==> config.mk <==
export PLATFORM = sky130hd
export DESIGN_NAME = hpcr_regs
export DESIGN_NICKNAME = d
export VERILOG_FILES = /design/src/pkg/hpcr_pkg.sv /design/src/hdl/hpcr_addr_route.sv /design/src/hdl/hpcr_regs.sv
export SDC_FILE = /design/constraint.sdc
export NUM_CORES = 1
export LEC_CHECK = 0
export ABC_AREA = 1
export CORE_AREA = 2 2 133 135
export DETAILED_ROUTE_END_ITERATION = 6
export DIE_AREA = 0 0 135 137
export DONT_BUFFER_PORTS = 1
export SYNTH_ARGS = -nofsm -noshare
export SYNTH_HDL_FRONTEND = slang
export SYNTH_SLANG_ARGS = --single-unit
==> constraint.sdc <==
create_clock -name sys_clk -period 3.8 [get_ports sys_clk]
set_input_delay 0.38 -clock sys_clk [delete_from_list [all_inputs] [get_ports sys_clk]]
set_output_delay 0.38 -clock sys_clk [all_outputs]
set_load 0.05 [all_outputs]
==> src/pkg/hpcr_pkg.sv <==
/*
 * Constants for the host port control register block: CPU-side register
 * offsets, field positions and reset values of the control and emulation
 * registers.
 * Assumes a single 250 MHz device clock and a synchronous active-high reset.
 */
package hpcr_pkg;
    localparam logic [5:0] OFF_POWER_EMU = 6'h04;
    localparam logic [5:0] OFF_PORT_CTRL = 6'h30;
    localparam logic [5:0] OFF_WR_ADDR = 6'h34;
    localparam logic [5:0] OFF_RD_ADDR = 6'h38;

    localparam int BIT_FREE_RUN = 0;
    localparam int BIT_SOFT_HALT = 1;

    localparam int BIT_ADDR_SEL = 11;
    localparam int BIT_RSVD10 = 10;
    localparam int BIT_SPLIT_MODE = 9;
    localparam int BIT_HW_ORDER_STAT = 8;
    localparam int BIT_SOFT_RESET = 7;
    localparam int BIT_FETCH = 4;
    localparam int BIT_RSVD_ONE = 3;
    localparam int BIT_TO_HOST_INT = 2;
    localparam int BIT_TO_CPU_INT = 1;
    localparam int BIT_HW_ORDER = 0;

    localparam logic RST_FREE_RUN = 1'b0;
    localparam logic RST_SOFT_HALT = 1'b0;
    localparam logic RST_CTRL_BIT = 1'b0;
    localparam logic RSVD_ONE_VAL = 1'b1;
    localparam logic [31:0] RST_ADDR = 32'h0000_0000;
endpackage

==> src/hdl/hpcr_addr_route.sv <==
/*
 * Write and read address register pair with host routing.
 * Assumes host halfword accesses and CPU word accesses on sys_clk; the
 * control register supplies mode, select and halfword order.
 */
`timescale 1ns/1ns
module hpcr_addr_route #(
    parameter int AW = 32
) (
    input wire logic sys_clk,
    input wire logic rst,
    input wire logic splitMode,
    input wire logic addrSelect,
    input wire logic halfwordOrder,
    input wire logic hostAddrWr,
    input wire logic hostAddrRd,
    input wire logic hostSecondHalf,
    input wire logic [AW/2-1:0] hostWdata,
    output logic [AW/2-1:0] hostAddrRdata,
    input wire logic cpuWrAddrWe,
    input wire logic cpuRdAddrWe,
    input wire logic [AW-1:0] cpuWdata,
    output logic [AW-1:0] writeAddr,
    output logic [AW-1:0] readAddr
);
    logic hostToWrite;
    logic hostToRead;
    logic upperHalf;
    logic [AW-1:0] hostSrc;

    // without split mode host writes move both registers together as one
    assign hostToWrite = splitMode ? ~addrSelect : 1'b1;
    assign hostToRead = splitMode ? addrSelect : 1'b1;
    // order 0 sends the upper half first
    assign upperHalf = hostSecondHalf ~^ halfwordOrder;
    assign hostSrc = (splitMode && !addrSelect) ? writeAddr : readAddr;

    always_ff @(posedge sys_clk) begin
        if (rst) begin
            writeAddr <= hpcr_pkg::RST_ADDR;
        end else if (hostAddrWr && hostToWrite) begin
            if (upperHalf) begin
                writeAddr[AW-1:AW/2] <= hostWdata;
            end else begin
                writeAddr[AW/2-1:0] <= hostWdata;
            end
        end else if (cpuWrAddrWe) begin
            writeAddr <= cpuWdata;
        end
    end

    always_ff @(posedge sys_clk) begin
        if (rst) begin
            readAddr <= hpcr_pkg::RST_ADDR;
        end else if (hostAddrWr && hostToRead) begin
            if (upperHalf) begin
                readAddr[AW-1:AW/2] <= hostWdata;
            end else begin
                readAddr[AW/2-1:0] <= hostWdata;
            end
        end else if (cpuRdAddrWe) begin
            readAddr <= cpuWdata;
        end
    end

    always_ff @(posedge sys_clk) begin
        if (rst) begin
            hostAddrRdata <= '0;
        end else if (hostAddrRd) begin
            hostAddrRdata <= upperHalf ? hostSrc[AW-1:AW/2] : hostSrc[AW/2-1:0];
        end
    end
endmodule

==> src/hdl/hpcr_regs.sv <==
/*
 * Host port control and emulation-management registers.
 * Assumes the host strobe decoder hands over one-cycle requests on sys_clk,
 * the CPU reaches its registers by offset, and boot and suspend levels are
 * produced by on-chip logic on the same clock.
 * The halt is only reported; the port sequencers must act on it.
 */
`timescale 1ns/1ns
module hpcr_regs #(
    parameter int AW = 32
) (
    input wire logic sys_clk,
    input wire logic rst,
    input wire logic bootViaPort,
    input wire logic cpuWe,
    input wire logic cpuRe,
    input wire logic [5:0] cpuAddr,
    input wire logic [31:0] cpuWdata,
    output logic [31:0] cpuRdata,
    input wire logic hostCtrlWr,
    input wire logic hostCtrlRd,
    input wire logic [15:0] hostCtrlWdata,
    output logic [15:0] hostCtrlRdata,
    input wire logic hostAddrWr,
    input wire logic hostAddrRd,
    input wire logic hostSecondHalf,
    input wire logic [AW/2-1:0] hostAddrWdata,
    output logic [AW/2-1:0] hostAddrRdata,
    output logic [AW-1:0] writeAddr,
    output logic [AW-1:0] readAddr,
    input wire logic emuSuspend,
    input wire logic xferBusy,
    output logic portHalted,
    output logic portSoftReset,
    output logic fetchRequest,
    output logic cpuIntPulse,
    output logic hostIntN,
    output logic halfwordOrder
);
    // ----------------------------------------------------------------
    // register state
    // ----------------------------------------------------------------
    logic freeRun_r;
    logic softHalt_r;
    logic addrSelect_r;
    logic rsvd10_r;
    logic splitMode_r;
    logic hwOrderStat_r;
    logic softReset_r;
    logic [1:0] rsvd65_r;
    logic toHostInt_r;
    logic toCpuInt_r;
    logic hwOrder_r;
    logic halted_r;
    logic fetch_r;
    logic cpuInt_r;

    logic cpuCtrlWe;
    logic cpuPowerWe;
    logic cpuWrAddrWe;
    logic cpuRdAddrWe;
    logic hostSetsCpuInt;
    logic hostClearsHostInt;
    logic cpuSetsHostInt;
    logic cpuClearsCpuInt;
    logic haltWanted;
    logic [15:0] ctrlView;
    logic [31:0] powerView;
    logic [31:0] cpuReadMux;

    // ----------------------------------------------------------------
    // CPU access decode
    // ----------------------------------------------------------------
    assign cpuCtrlWe = cpuWe && (cpuAddr == hpcr_pkg::OFF_PORT_CTRL);
    assign cpuPowerWe = cpuWe && (cpuAddr == hpcr_pkg::OFF_POWER_EMU);
    assign cpuWrAddrWe = cpuWe && (cpuAddr == hpcr_pkg::OFF_WR_ADDR);
    assign cpuRdAddrWe = cpuWe && (cpuAddr == hpcr_pkg::OFF_RD_ADDR);

    // ----------------------------------------------------------------
    // write events
    // ----------------------------------------------------------------
    // each side only acts on a one in the interrupt bits
    assign hostSetsCpuInt = hostCtrlWr && hostCtrlWdata[hpcr_pkg::BIT_TO_CPU_INT];
    assign hostClearsHostInt = hostCtrlWr && hostCtrlWdata[hpcr_pkg::BIT_TO_HOST_INT];
    assign cpuSetsHostInt = cpuCtrlWe && cpuWdata[hpcr_pkg::BIT_TO_HOST_INT];
    assign cpuClearsCpuInt = cpuCtrlWe && cpuWdata[hpcr_pkg::BIT_TO_CPU_INT];
    // suspend only matters with free-run clear and soft halt set
    assign haltWanted = emuSuspend && !freeRun_r && softHalt_r;

    // ----------------------------------------------------------------
    // emulation management
    // ----------------------------------------------------------------
    always_ff @(posedge sys_clk) begin
        if (rst) begin
            freeRun_r <= hpcr_pkg::RST_FREE_RUN;
            softHalt_r <= hpcr_pkg::RST_SOFT_HALT;
        end else if (cpuPowerWe) begin
            freeRun_r <= cpuWdata[hpcr_pkg::BIT_FREE_RUN];
            softHalt_r <= cpuWdata[hpcr_pkg::BIT_SOFT_HALT];
        end
    end

    // halt only once the running transaction is done; release on resume
    always_ff @(posedge sys_clk) begin
        if (rst) begin
            halted_r <= 1'b0;
        end else if (!haltWanted) begin
            halted_r <= 1'b0;
        end else if (!xferBusy) begin
            halted_r <= 1'b1;
        end
    end

    assign portHalted = halted_r;

    // ----------------------------------------------------------------
    // control register fields owned by the host
    // ----------------------------------------------------------------
    always_ff @(posedge sys_clk) begin
        if (rst) begin
            addrSelect_r <= hpcr_pkg::RST_CTRL_BIT;
            rsvd10_r <= hpcr_pkg::RST_CTRL_BIT;
            splitMode_r <= hpcr_pkg::RST_CTRL_BIT;
            rsvd65_r <= '0;
            hwOrder_r <= hpcr_pkg::RST_CTRL_BIT;
            hwOrderStat_r <= hpcr_pkg::RST_CTRL_BIT;
        end else if (hostCtrlWr) begin
            addrSelect_r <= hostCtrlWdata[hpcr_pkg::BIT_ADDR_SEL];
            rsvd10_r <= hostCtrlWdata[hpcr_pkg::BIT_RSVD10];
            splitMode_r <= hostCtrlWdata[hpcr_pkg::BIT_SPLIT_MODE];
            rsvd65_r <= hostCtrlWdata[6:5];
            hwOrder_r <= hostCtrlWdata[hpcr_pkg::BIT_HW_ORDER];
            hwOrderStat_r <= hostCtrlWdata[hpcr_pkg::BIT_HW_ORDER];
        end
    end

    assign halfwordOrder = hwOrder_r;

    // ----------------------------------------------------------------
    // software reset: boot-dependent reset value, both sides may set
    // ----------------------------------------------------------------
    always_ff @(posedge sys_clk) begin
        if (rst) begin
            softReset_r <= ~bootViaPort;
        end else if (hostCtrlWr) begin
            // the host write carries the whole bit and beats a CPU write
            softReset_r <= hostCtrlWdata[hpcr_pkg::BIT_SOFT_RESET];
        end else if (cpuCtrlWe && cpuWdata[hpcr_pkg::BIT_SOFT_RESET]) begin
            softReset_r <= 1'b1;
        end else if (cpuCtrlWe && !cpuWdata[hpcr_pkg::BIT_SOFT_RESET]) begin
            softReset_r <= 1'b0;
        end
    end

    assign portSoftReset = softReset_r;

    // ----------------------------------------------------------------
    // prefetch request: host write of one, never stored
    // ----------------------------------------------------------------
    always_ff @(posedge sys_clk) begin
        if (rst) begin
            fetch_r <= 1'b0;
        end else begin
            fetch_r <= hostCtrlWr && hostCtrlWdata[hpcr_pkg::BIT_FETCH];
        end
    end

    assign fetchRequest = fetch_r;

    // ----------------------------------------------------------------
    // interrupt toward the host: CPU sets, host clears
    // ----------------------------------------------------------------
    always_ff @(posedge sys_clk) begin
        if (rst) begin
            toHostInt_r <= 1'b0;
        end else if (cpuSetsHostInt) begin
            // a set in the same cycle as the clear wins, so no request is lost
            toHostInt_r <= 1'b1;
        end else if (hostClearsHostInt) begin
            toHostInt_r <= 1'b0;
        end
    end

    assign hostIntN = ~toHostInt_r;

    // ----------------------------------------------------------------
    // interrupt toward the CPU: host sets, CPU acknowledges
    // ----------------------------------------------------------------
    always_ff @(posedge sys_clk) begin
        if (rst) begin
            toCpuInt_r <= 1'b0;
        end else if (hostSetsCpuInt) begin
            toCpuInt_r <= 1'b1;
        end else if (cpuClearsCpuInt) begin
            toCpuInt_r <= 1'b0;
        end
    end

    // pulse only on a rising edge: no new interrupt while still pending
    always_ff @(posedge sys_clk) begin
        if (rst) begin
            cpuInt_r <= 1'b0;
        end else begin
            cpuInt_r <= hostSetsCpuInt && !toCpuInt_r;
        end
    end

    assign cpuIntPulse = cpuInt_r;

    // ----------------------------------------------------------------
    // read views
    // ----------------------------------------------------------------
    always_comb begin
        ctrlView = '0;
        ctrlView[hpcr_pkg::BIT_ADDR_SEL] = addrSelect_r;
        ctrlView[hpcr_pkg::BIT_RSVD10] = rsvd10_r;
        ctrlView[hpcr_pkg::BIT_SPLIT_MODE] = splitMode_r;
        ctrlView[hpcr_pkg::BIT_HW_ORDER_STAT] = hwOrderStat_r;
        ctrlView[hpcr_pkg::BIT_SOFT_RESET] = softReset_r;
        ctrlView[6:5] = rsvd65_r;
        ctrlView[hpcr_pkg::BIT_FETCH] = 1'b0;
        ctrlView[hpcr_pkg::BIT_RSVD_ONE] = hpcr_pkg::RSVD_ONE_VAL;
        ctrlView[hpcr_pkg::BIT_TO_HOST_INT] = toHostInt_r;
        ctrlView[hpcr_pkg::BIT_TO_CPU_INT] = toCpuInt_r;
        ctrlView[hpcr_pkg::BIT_HW_ORDER] = hwOrder_r;
    end

    always_ff @(posedge sys_clk) begin
        if (rst) begin
            hostCtrlRdata <= '0;
        end else if (hostCtrlRd) begin
            hostCtrlRdata <= ctrlView;
        end
    end

    always_ff @(posedge sys_clk) begin
        if (rst) begin
            cpuRdata <= '0;
        end else if (cpuRe) begin
            // registered so the word stands until the next read strobe
            cpuRdata <= cpuReadMux;
        end
    end

    // ----------------------------------------------------------------
    // CPU read select
    // ----------------------------------------------------------------
    assign powerView = {30'h0000_0000, softHalt_r, freeRun_r};

    // unmapped offsets read zero
    always_comb begin
        case (cpuAddr)
            hpcr_pkg::OFF_POWER_EMU: begin
                cpuReadMux = powerView;
            end
            hpcr_pkg::OFF_PORT_CTRL: begin
                cpuReadMux = {16'h0000, ctrlView};
            end
            hpcr_pkg::OFF_WR_ADDR: begin
                cpuReadMux = writeAddr;
            end
            hpcr_pkg::OFF_RD_ADDR: begin
                cpuReadMux = readAddr;
            end
            default: begin
                cpuReadMux = 32'h0000_0000;
            end
        endcase
    end

    // ----------------------------------------------------------------
    // address registers
    // ----------------------------------------------------------------
    hpcr_addr_route #(
        .AW(AW)
    ) u_addr (
        .sys_clk(sys_clk),
        .rst(rst),
        .splitMode(splitMode_r),
        .addrSelect(addrSelect_r),
        .halfwordOrder(hwOrder_r),
        .hostAddrWr(hostAddrWr),
        .hostAddrRd(hostAddrRd),
        .hostSecondHalf(hostSecondHalf),
        .hostWdata(hostAddrWdata),
        .hostAddrRdata(hostAddrRdata),
        .cpuWrAddrWe(cpuWrAddrWe),
        .cpuRdAddrWe(cpuRdAddrWe),
        .cpuWdata(cpuWdata),
        .writeAddr(writeAddr),
        .readAddr(readAddr)
    );
endmodule

==> run summary, run 1 <==
drt initial violations -> 534
Yosys warning total -> 0
first-pass GRT wire length -> 35420 µm
top cells by count, synth -> nand2_1 (248), dfxtp_1 (135), o21ai_0 (121)
part of the cycle the worst path needs -> 0.6457
Synth Instances -> 1037
TritonCTS clock tree -> yes
Worst-Margin Slew -> 1.017 ns
post-route insts no fill -> 1238
Max Slew Vio Count -> 0
Final Hold Viols -> 0
Clock Latency Late Sink -> 0.42 ns
core footprint -> 0.01706 mm²
Metal-1 WL -> 10260 µm
number of cells after detailed placement -> 1206
Worst Setup Start Kind -> flop
WP data arrival -> 2.76 ns
number of remaining DRC errors -> 0
Yosys reg bits -> 136
GP Congestion -> 0.8711
layout cells sized above 1 -> 0.05824
Detailed Place HPWL -> 17300 µm
Ports -> 216
DR WL met2 -> 10540 µm
Vias/cell -> 5.368
clk root buf -> clkbuf_16
sequential fraction of the synthesis area -> 0.4067
num rows -> 48
Die Span Y -> 137 µm
Clock Pin Slew Worst Setup and Hold Paths -> 0.06 ns
DRT Pass-1 Iters -> 5
total power -> 3.934 mW
vias in the first global route -> 5902
Clock Sinks -> 136
CP max FO -> 34
CTS Hold Bufs -> 0
H-tree depth -> 4
Die ar. -> 0.01850 mm²
Synth Cell Area -> 0.006719 mm²
clk buf depth -> 2
post-CTS setup buffer count -> 0
average wire per standard cell -> 19.47 µm
Async SR Flop Fraction -> 0
Layout Nets -> 1082
Overflow after GRT -> 0
post_cts resized -> 0
placed instance area -> 0.006783 mm²
cell with the most instances after synthesis -> nand2_1
number of distinct library cells after synthesis -> 28
post-synth top area share -> 0.4022
syn avg cell area -> 6.479 µm²
min Tclk post-route -> 2.454 ns
status -> complete, no violations
GRT Total Usage -> 0.2566
P_leak -> 3.122 nW
VDD IR max -> 0.0003375 V
largest net degree at the start of global routing -> 87
EDFF count, synth -> 1
cell area power density -> 535.1 mW/mm²
Filler cells -> 1885
Initial Util -> 0.3939
ranking of synthesized cells by area -> dfxtp_1 (40%), nand2_1 (14%), o21ai_0 (9.0%)
cell taking the most area after synthesis -> dfxtp_1
CP Data Required Time -> 4.11 ns
unrepaired setup endpoints after global routing -> false
TNS Setup -> 0 ns
Final Cell Area -> 0.007352 mm²
CTS buffer count -> 17
worst setup path class -> reg2reg
total routed wirelength -> 24100 µm
Setup crit end kind -> flop
DR WL met3 -> 2660 µm
chip width -> 135 µm
area grow syn2layout -> 9.423%
final setup violation count -> 0
final worst slack -> 1.346 ns
DR top layer -> met4
min-delay worst type -> in2reg
vias -> 6646
Setup WS pre-CTS -> 1.358 ns
DRT antenna net count -> 0
Main synth FF type -> dfxtp_1
number of buffers added on ports -> 0
antenna violations before repair -> 0
maxcap violations -> 0
ANT cells -> 0
Rel. slew slack -> 0.3210
highest clock rate -> 407.6 MHz
final setup skew -> 0.008229 ns
## layout by cell type (no fill, tap or decap)
| master | netlist | routed |
|---|---|---|
| nand2_1 | 248 | 248 |
| dfxtp_1 | 135 | 135 |
| o21ai_0 | 121 | 121 |
| nor2_1 | 119 | 119 |
| inv_1 | 108 | 108 |
| nand3_1 | 96 | 96 |
| a21oi_1 | 91 | 91 |
| clkbuf_16 | 0 | 17 |
| o211ai_1 | 16 | 16 |
| buf_4 | 7 | 11 |
| nand2_2 | 6 | 6 |
| clkinv_4 | 0 | 6 |
| o22ai_1 | 5 | 5 |
| nand4_1 | 5 | 5 |
| conb_1 | 1 | 5 |
| inv_6 | 0 | 4 |
| nor2_4 | 3 | 3 |
| clkinv_1 | 2 | 2 |
| inv_2 | 2 | 2 |
| clkinvlp_4 | 0 | 2 |
| nor2_2 | 1 | 1 |
| o2111a_1 | 1 | 1 |
| nand3_2 | 1 | 1 |
| o21ai_4 | 1 | 1 |
| xor2_2 | 1 | 1 |
| o21ai_2 | 1 | 1 |
| nor3_1 | 1 | 1 |
| inv_4 | 0 | 1 |
| bufinv_16 | 0 | 1 |
| clkinv_2 | 0 | 1 |
| edfxtp_1 | 1 | 1 |
## power breakdown
group	switching, mW	leakage (nW)	total [mW]	internal [mW]
clock	0.688	0.275	1.60	0.912
combinational	0.312	1.73	0.441	0.129
sequential	0.380	1.12	1.89	1.51
## kinds of logic after synthesis
group                     share of synthesized area
DFF                                          0.4067
and+or+nand+nor                              0.2950
buffers and inverters                        0.1095
xor gates and xnor gates                   0.002422
AOI/OAI and AO/OA                            0.1858
other                                     0.0005581
## cell type report
| type | instances | area, µm² | share of cell area |
|---|---|---|---|
| Tap cell | 225 | 281.5 | 0.03829 |
| Timing Repair Buffer | 11 | 82.58 | 0.01123 |
| Clock buffer | 17 | 425.4 | 0.05786 |
| Inverter | 112 | 420.4 | 0.05718 |
| Multi-Input combinational cell | 722 | 3266 | 0.4442 |
| Clock inverter | 15 | 143.9 | 0.01957 |
| Sequential cell | 136 | 2733 | 0.3717 |
## critical path, stage by stage (launching register included)
cell,delay (ns)
dfxtp_1,0.70
xor2_2,0.24
buf_4,0.38
inv_1,0.12
nand2_2,0.33
nand2_2,0.32
nand2_1,0.15
a21oi_1,0.08
## state kept, by name (all words and copies together), names as in the netlist, 2 cells and up
name / cells
cpuRdata: 32
hostCtrlRdata: 10
rsvd65_r: 2
u_addr.hostAddrRdata: 16
u_addr.readAddr: 32
u_addr.writeAddr: 32
## path summary, 6_finish.rpt
path	startpoint	endpoint	slack, ns	cells past startpoint
worst max-delay path	halfwordOrder$_SDFFE_PP0P_	u_addr.readAddr[10]$_SDFFE_PP0P_	1.35	7
worst min register to register	toCpuInt_r$_SDFFE_PP0P_	cpuIntPulse$_SDFF_PP0_	0.45	1
worst max register to register	halfwordOrder$_SDFFE_PP0P_	u_addr.readAddr[10]$_SDFFE_PP0P_	1.35	7
worst min-delay path	rst	cpuRdata[16]$_SDFFE_PP0P_	0.04	1
## layer usage
| layer | vias up | track usage |
|---|---|---|
| li1 | 3261 | - |
| met1 | 3058 | 0.3316 |
| met2 | 287 | 0.3861 |
| met3 | 40 | 0.1037 |
| met4 | 0 | 0.09317 |
| met5 | - | 0 |
## metrics by stage
step | hold WS, ns | util
global placement | 0.4337 | 0.3977
finish | 0.03908 | 0.4310
global route | 0.02343 | 0.4310
detailed placement | 0.4422 | 0.3977
floorplan | 0.4218 | -
CTS | 0.009215 | 0.4310
(Power assumes the default switching activity.)
==> run 2, diff against run 1 <==
==> constraint.sdc (replaced) <==
create_clock -name sys_clk -period 2.5 [get_ports sys_clk]
set_input_delay 0.25 -clock sys_clk [delete_from_list [all_inputs] [get_ports sys_clk]]
set_output_delay 0.25 -clock sys_clk [all_outputs]
set_load 0.05 [all_outputs]
==> run 2 against run 1 <==
Core utilization grew 1.9 points. Hold slack got worse by 0.025 ns. Register-to-register slack worse by 0.83 ns. Combinational power rose by 86%. Sequential power rose by 50%. Critical path type unchanged. Critical path depth fell by 2. Clock power increased by 53%. First-iteration DRC count up 28%. Wire length up 3.2%. Maximum frequency is 24% higher. Clock-buffer cell count unchanged. Final area up 4.4%.
==> run summary, run 2 (synthesized netlist as in run 1, its figures left out) <==
Max Slew Vio Count -> 0 (unchanged)
ANT cells -> 0 (unchanged)
switching share of total power -> 0.3559 (+0.005201)
TNS Setup -> 0 ns (unchanged)
final setup skew -> 0.01118 ns (+0.002955 ns)
cell area power density -> 794.0 mW/mm² (+48%)
status -> complete, no violations
placed instance area -> 0.006923 mm² (+2.1%)
crit-path max cell delay -> 0.64 ns (-0.06 ns)
CTS buffer count -> 17 (unchanged)
cells along the critical path -> inv_1 > o21ai_0 > nand2_1 > a21oi_1 > dlygate4sd3_1
CP bufs+invs -> 2 (unchanged)
Die ar. -> 0.01850 mm² (unchanged)
highest clock rate -> 504.6 MHz (+24%)
first-pass GRT wire length -> 37440 µm (+5.7%)
R2R setup slack -> 0.52 ns (-0.83 ns)
H-tree depth -> 4 (unchanged)
part of the cycle the worst path needs -> 0.7926 (+0.1470)
Final Hold Viols -> 0 (unchanged)
Detailed Place HPWL -> 17560 µm (+1.5%)
min-delay worst type -> in2reg
clk root buf -> clkbuf_16
commonest cells after routing, fill and taps aside -> nand2_1 (248), dfxtp_1 (135), o21ai_0 (121), nor2_1 (119), inv_1 (108)
Vias/cell -> 5.358 (-0.18%)
number of buffers added on ports -> 0 (unchanged)
number of remaining DRC errors -> 0 (unchanged)
clock network fraction of design power -> 0.402 (-0.005)
post_cts resized -> 0 (unchanged)
fin util -> 0.4501 (+0.01907)
Setup WS pre-CTS -> 0.2885 ns (-1.069 ns)
GP Congestion -> 0.8612 (-1.1%)
Reg power frac -> 0.463 (-0.018)
VDD IR max -> 0.0004822 V (+43%)
unrepaired setup endpoints after global routing -> false
vias -> 6816 (+2.6%)
commonest non-fill, non-tap cell in the layout -> nand2_1
sw power -> 2.169 mW (+57%)
drt initial violations -> 683 (+28%)
antenna violations before repair -> 0 (unchanged)
Top Registers -> cpuRdata (32), u_addr.readAddr (32), u_addr.writeAddr (32)
Final Cell Area -> 0.007677 mm² (+4.4%)
total routed wirelength -> 24890 µm (+3.2%)
crit path max-delay cell type -> dfxtp_1
maxcap violations -> 0 (unchanged)
worst setup path class -> reg2reg
critical path's top delay family -> buffers and inverters
area grow syn2layout -> 14.26%
Clock Pin Slew Worst Setup and Hold Paths -> 0.06 ns (about the same)
Setup crit end kind -> flop
Worst-Margin Slew -> 1.083 ns (+0.06528 ns)
CP Data Required Time -> 2.87 ns (-1.24 ns)
TritonCTS clock tree -> yes
clk buf depth -> 2 (unchanged)
chip width -> 135 µm (unchanged)
WP data arrival -> 2.35 ns (-0.41 ns)
num rows -> 48 (unchanged)
Die Span Y -> 137 µm (unchanged)
Clock Latency Late Sink -> 0.43 ns (about the same)
Initial Util -> 0.3939 (unchanged)
CP max FO -> 3 (-91%)
GRT Total Usage -> 0.2712 (+0.01457)
final setup violation count -> 0 (unchanged)
Layout Nets -> 1116 (+3.1%)
min Tclk post-route -> 1.982 ns (-0.4719 ns)
Ports -> 216 (unchanged)
layout cells sized above 1 -> 0.07354 (+0.01530)
vias in the first global route -> 6215 (+5.3%)
Worst Setup Start Kind -> flop
DRT antenna net count -> 0 (unchanged)
DRT Pass-1 Iters -> 5 (unchanged)
total power -> 6.096 mW (+55%)
average wire per standard cell -> 19.57 µm (+0.49%)
Overflow after GRT -> 0 (unchanged)
Clock Sinks -> 136 (unchanged)
core footprint -> 0.01706 mm² (unchanged)
P_leak -> 3.288 nW (+5.3%)
Rel. slew slack -> 0.2758 (-0.04516)
final worst slack -> 0.5184 ns (-0.8281 ns)
Internal -> 3.926 mW (+54%)
largest net degree at the start of global routing -> 84 (-3.4%)
combinational share of power -> 0.134 (+0.022)
[run 2: changes by cell type in the layout (fill, tap and decap cells not counted), sizes merged]
cell         change
buf             +18
dlygate4sd3     +16
inv              +2
clkinv           -4
clkinvlp         +2
[run 2: repair_timing]
item,4_1_cts,5_1_grt
hold endpoints to repair,101,0
hold buffers,17,0
buffers inserted,0,0
[run 2: final timing paths]
| kind | end | cells past startpoint | start |
|---|---|---|---|
| max reg2reg | cpuRdata[31]$_SDFFE_PP0P_ | 5 | u_addr.writeAddr[31]$_SDFFE_PP0P_ |
| min reg2reg | cpuIntPulse$_SDFF_PP0_ | 1 | toCpuInt_r$_SDFFE_PP0P_ |
| min | toHostInt_r$_SDFFE_PP0P_ | 3 | hostCtrlWr |
| max | cpuRdata[31]$_SDFFE_PP0P_ | 5 | u_addr.writeAddr[31]$_SDFFE_PP0P_ |
[run 2: metal layers]
layer	routed length, µm	share of wire	global-route usage	vias to the layer above
met5	0	0	0	-
met4	693	0.028	0.1024	0
met3	2679	0.11	0.09037	44
met2	10790	0.43	0.3914	322
met1	10720	0.43	0.3742	3115
li1	-	-	-	3335
[run 2: power groups by stage]
stage / combinational (mW) / clock (mW) / sequential (mW)
4_1_cts: 0.807 / 2.49 / 2.82
3_5_place_dp: 0.746 / 0 / 2.87
5_1_grt: 0.916 / 2.59 / 2.84
2_1_floorplan: 0.552 / 0 / 2.85
3_3_place_gp: 0.739 / 0 / 2.87
6_report: 0.819 / 2.45 / 2.83
[run 2: metrics by stage]
| stage | std cells | hold WS [ns] |
|---|---|---|
| after global placement | 1223 | 0.3283 |
| after floorplan | 1041 | 0.3380 |
| after detailed placement | 1223 | 0.3303 |
| after CTS | 1272 | 0.001120 |
| after global routing | 1272 | 0.01387 |
| final | 1272 | 0.01359 |
[run 2: final cells by class]
| type | instances | area (µm²) |
|---|---|---|
| Fill cell | 1839 | 9379 |
| Multi-Input combinational cell | 722 | 3266 |
| Sequential cell | 136 | 2733 |
| Clock buffer | 17 | 425.4 |
| Inverter | 112 | 420.4 |
| Timing Repair Buffer | 45 | 410.4 |
| Tap cell | 225 | 281.5 |
| Clock inverter | 15 | 141.4 |
[run 2: worst reg2reg max path, delay by kind of cell (launching register included)]
kind                   cells  cell delay [ns]
DFF                        1             0.64
buffers and inverters      2             0.82
AOI/OAI and AO/OA          2             0.39
and+or+nand+nor            1             0.07
==> run 3, diff against run 2 <==
==> constraint.sdc (replaced) <==
create_clock -name sys_clk -period 2.1 [get_ports sys_clk]
set_input_delay 0.21 -clock sys_clk [delete_from_list [all_inputs] [get_ports sys_clk]]
set_output_delay 0.21 -clock sys_clk [all_outputs]
set_load 0.05 [all_outputs]
==> run 3 against run 2 <==
Combinational power rose by 84%. Wire length down 0.68%. Core utilization up 3.1 points. Final cell count is 5.0% higher. Highest routed layer unchanged.
==> run summary, run 3 (synthesized netlist as in run 1, its figures left out) <==
worst hold slack -> 0.01099 ns (-0.002597 ns)
Clock Latency Late Sink -> 0.42 ns (about the same)
Detailed Place HPWL -> 17650 µm (+0.55%)
GRT Total Usage -> 0.2649 (-0.006288)
layout cells sized above 1 -> 0.1198 (+0.04628)
TritonCTS clock tree -> yes
CTS Hold Bufs -> 23 (+6)
largest net degree at the start of global routing -> 85 (+1.2%)
placed instance area -> 0.007401 mm² (+6.9%)
number of cells after detailed placement -> 1280 (+4.7%)
total routed wirelength -> 24720 µm (-0.68%)
status -> complete, no violations
Rel. slew slack -> 0.2493 (-0.02654)
highest clock rate -> 560.3 MHz (+11%)
Layout Nets -> 1179 (+5.6%)
min Tclk post-route -> 1.785 ns (-0.1967 ns)
Worst Setup Start Kind -> flop
Worst-Margin Slew -> 1.122 ns (+0.03968 ns)
number of remaining DRC errors -> 0 (unchanged)
fin util -> 0.4807 (+0.03059)
Clock Pin Slew Worst Setup and Hold Paths -> 0.06 ns (about the same)
Setup WS pre-CTS -> 0.3528 ns (+0.06428 ns)
Max Slew Vio Count -> 0 (unchanged)
drt initial violations -> 632 (-7.5%)
maxcap violations -> 0 (unchanged)
total power -> 7.327 mW (+20%)
Final Hold Viols -> 0 (unchanged)
CP Data Required Time -> 2.45 ns (-0.42 ns)
Die Span Y -> 137 µm (unchanged)
P_leak -> 3.637 nW (+11%)
part of the cycle the worst path needs -> 0.8500 (+0.05731)
H-tree depth -> 4 (unchanged)
number of buffers added on ports -> 0 (unchanged)
final setup violation count -> 0 (unchanged)
ANT cells -> 0 (unchanged)
TNS Setup -> 0 ns (unchanged)
worst setup path class -> reg2reg
Die ar. -> 0.01850 mm² (unchanged)
DRT Pass-1 Iters -> 5 (unchanged)
vias -> 6999 (+2.7%)
post_cts resized -> 0 (unchanged)
GP Congestion -> 0.8705 (+1.1%)
antenna violations before repair -> 0 (unchanged)
Filler cells -> 1809 (-1.6%)
Ports -> 216 (unchanged)
Initial Util -> 0.3939 (unchanged)
post-CTS setup buffer count -> 0 (unchanged)
core footprint -> 0.01706 mm² (unchanged)
unrepaired setup endpoints after global routing -> false
Overflow after GRT -> 0 (unchanged)
Top Registers -> cpuRdata (32), u_addr.readAddr (32), u_addr.writeAddr (32)
cell area power density -> 893.7 mW/mm² (+13%)
first-pass GRT wire length -> 36870 µm (-1.5%)
vias in the first global route -> 6374 (+2.6%)
post-route insts no fill -> 1335 (+5.0%)
final worst slack -> 0.3151 ns (-0.2033 ns)
commonest non-fill, non-tap cell in the layout -> nand2_1
area grow syn2layout -> 22.03%
clk root buf -> clkbuf_16
Setup crit end kind -> flop
num rows -> 48 (unchanged)
Clock Sinks -> 136 (unchanged)
DRT antenna net count -> 0 (unchanged)
CTS buffer count -> 17 (unchanged)
final setup skew -> 0.009175 ns (-0.002009 ns)
VDD IR max -> 0.0006040 V (+25%)
chip width -> 135 µm (unchanged)
min-delay worst type -> in2reg
WP data arrival -> 2.14 ns (-0.21 ns)
commonest cells after routing, fill and taps aside -> nand2_1 (248), dfxtp_1 (135), o21ai_0 (121), nor2_1 (119), inv_1 (108)
Vias/cell -> 5.243 (-2.2%)
clk buf depth -> 2 (unchanged)
average wire per standard cell -> 18.52 µm (-5.4%)
Final Cell Area -> 0.008199 mm² (+6.8%)
CP max FO -> 34 (+31)
run 3: final timing paths:
kind	start	end	slack [ns]	depth (start not counted)
setup / recovery	addrSelect_r$_SDFFE_PP0P_	u_addr.readAddr[20]$_SDFFE_PP0P_	0.32	9
hold reg to reg	toCpuInt_r$_SDFFE_PP0P_	cpuIntPulse$_SDFF_PP0_	0.45	1
hold / removal	hostCtrlRd	hostCtrlRdata[10]$_SDFFE_PP0P_	0.01	2
setup reg to reg	addrSelect_r$_SDFFE_PP0P_	u_addr.readAddr[20]$_SDFFE_PP0P_	0.32	9
run 3: metal layers:
layer | up-vias | share of wire | global-route usage | wire, µm
met4 | 0 | 0.018 | 0.07176 | 435
li1 | 3466 | - | - | -
met1 | 3206 | 0.42 | 0.3432 | 10470
met5 | - | 0 | 0 | 0
met3 | 31 | 0.11 | 0.1037 | 2821
met2 | 296 | 0.44 | 0.4120 | 10990
run 3: where the power goes:
part | internal (mW) | switching [mW]
registers | 2.74 | 0.251
logic | 0.420 | 1.09
clock network | 1.63 | 1.20
run 3: final cells by class:
cell class / count / area, µm² / area share
clock buffers: 18 / 429.2 / 0.05234
flip-flops and latches: 136 / 2733 / 0.3333
inverters: 112 / 420.4 / 0.05127
repair buffers: 108 / 948.4 / 0.1157
well taps: 225 / 281.5 / 0.03434
clock inverters: 14 / 121.4 / 0.01480
multi-input cells: 722 / 3266 / 0.3983
run 3: worst max-delay path, cell delays in order, from the launching register on:
cell     delay, ns
dfxtp_1       0.36
inv_1         0.09
nand2_2       0.07
nand2_1       0.10
inv_1         0.23
buf_12        0.21
nand2_2       0.09
nand2_2       0.32
nand2_1       0.11
a21oi_1       0.13
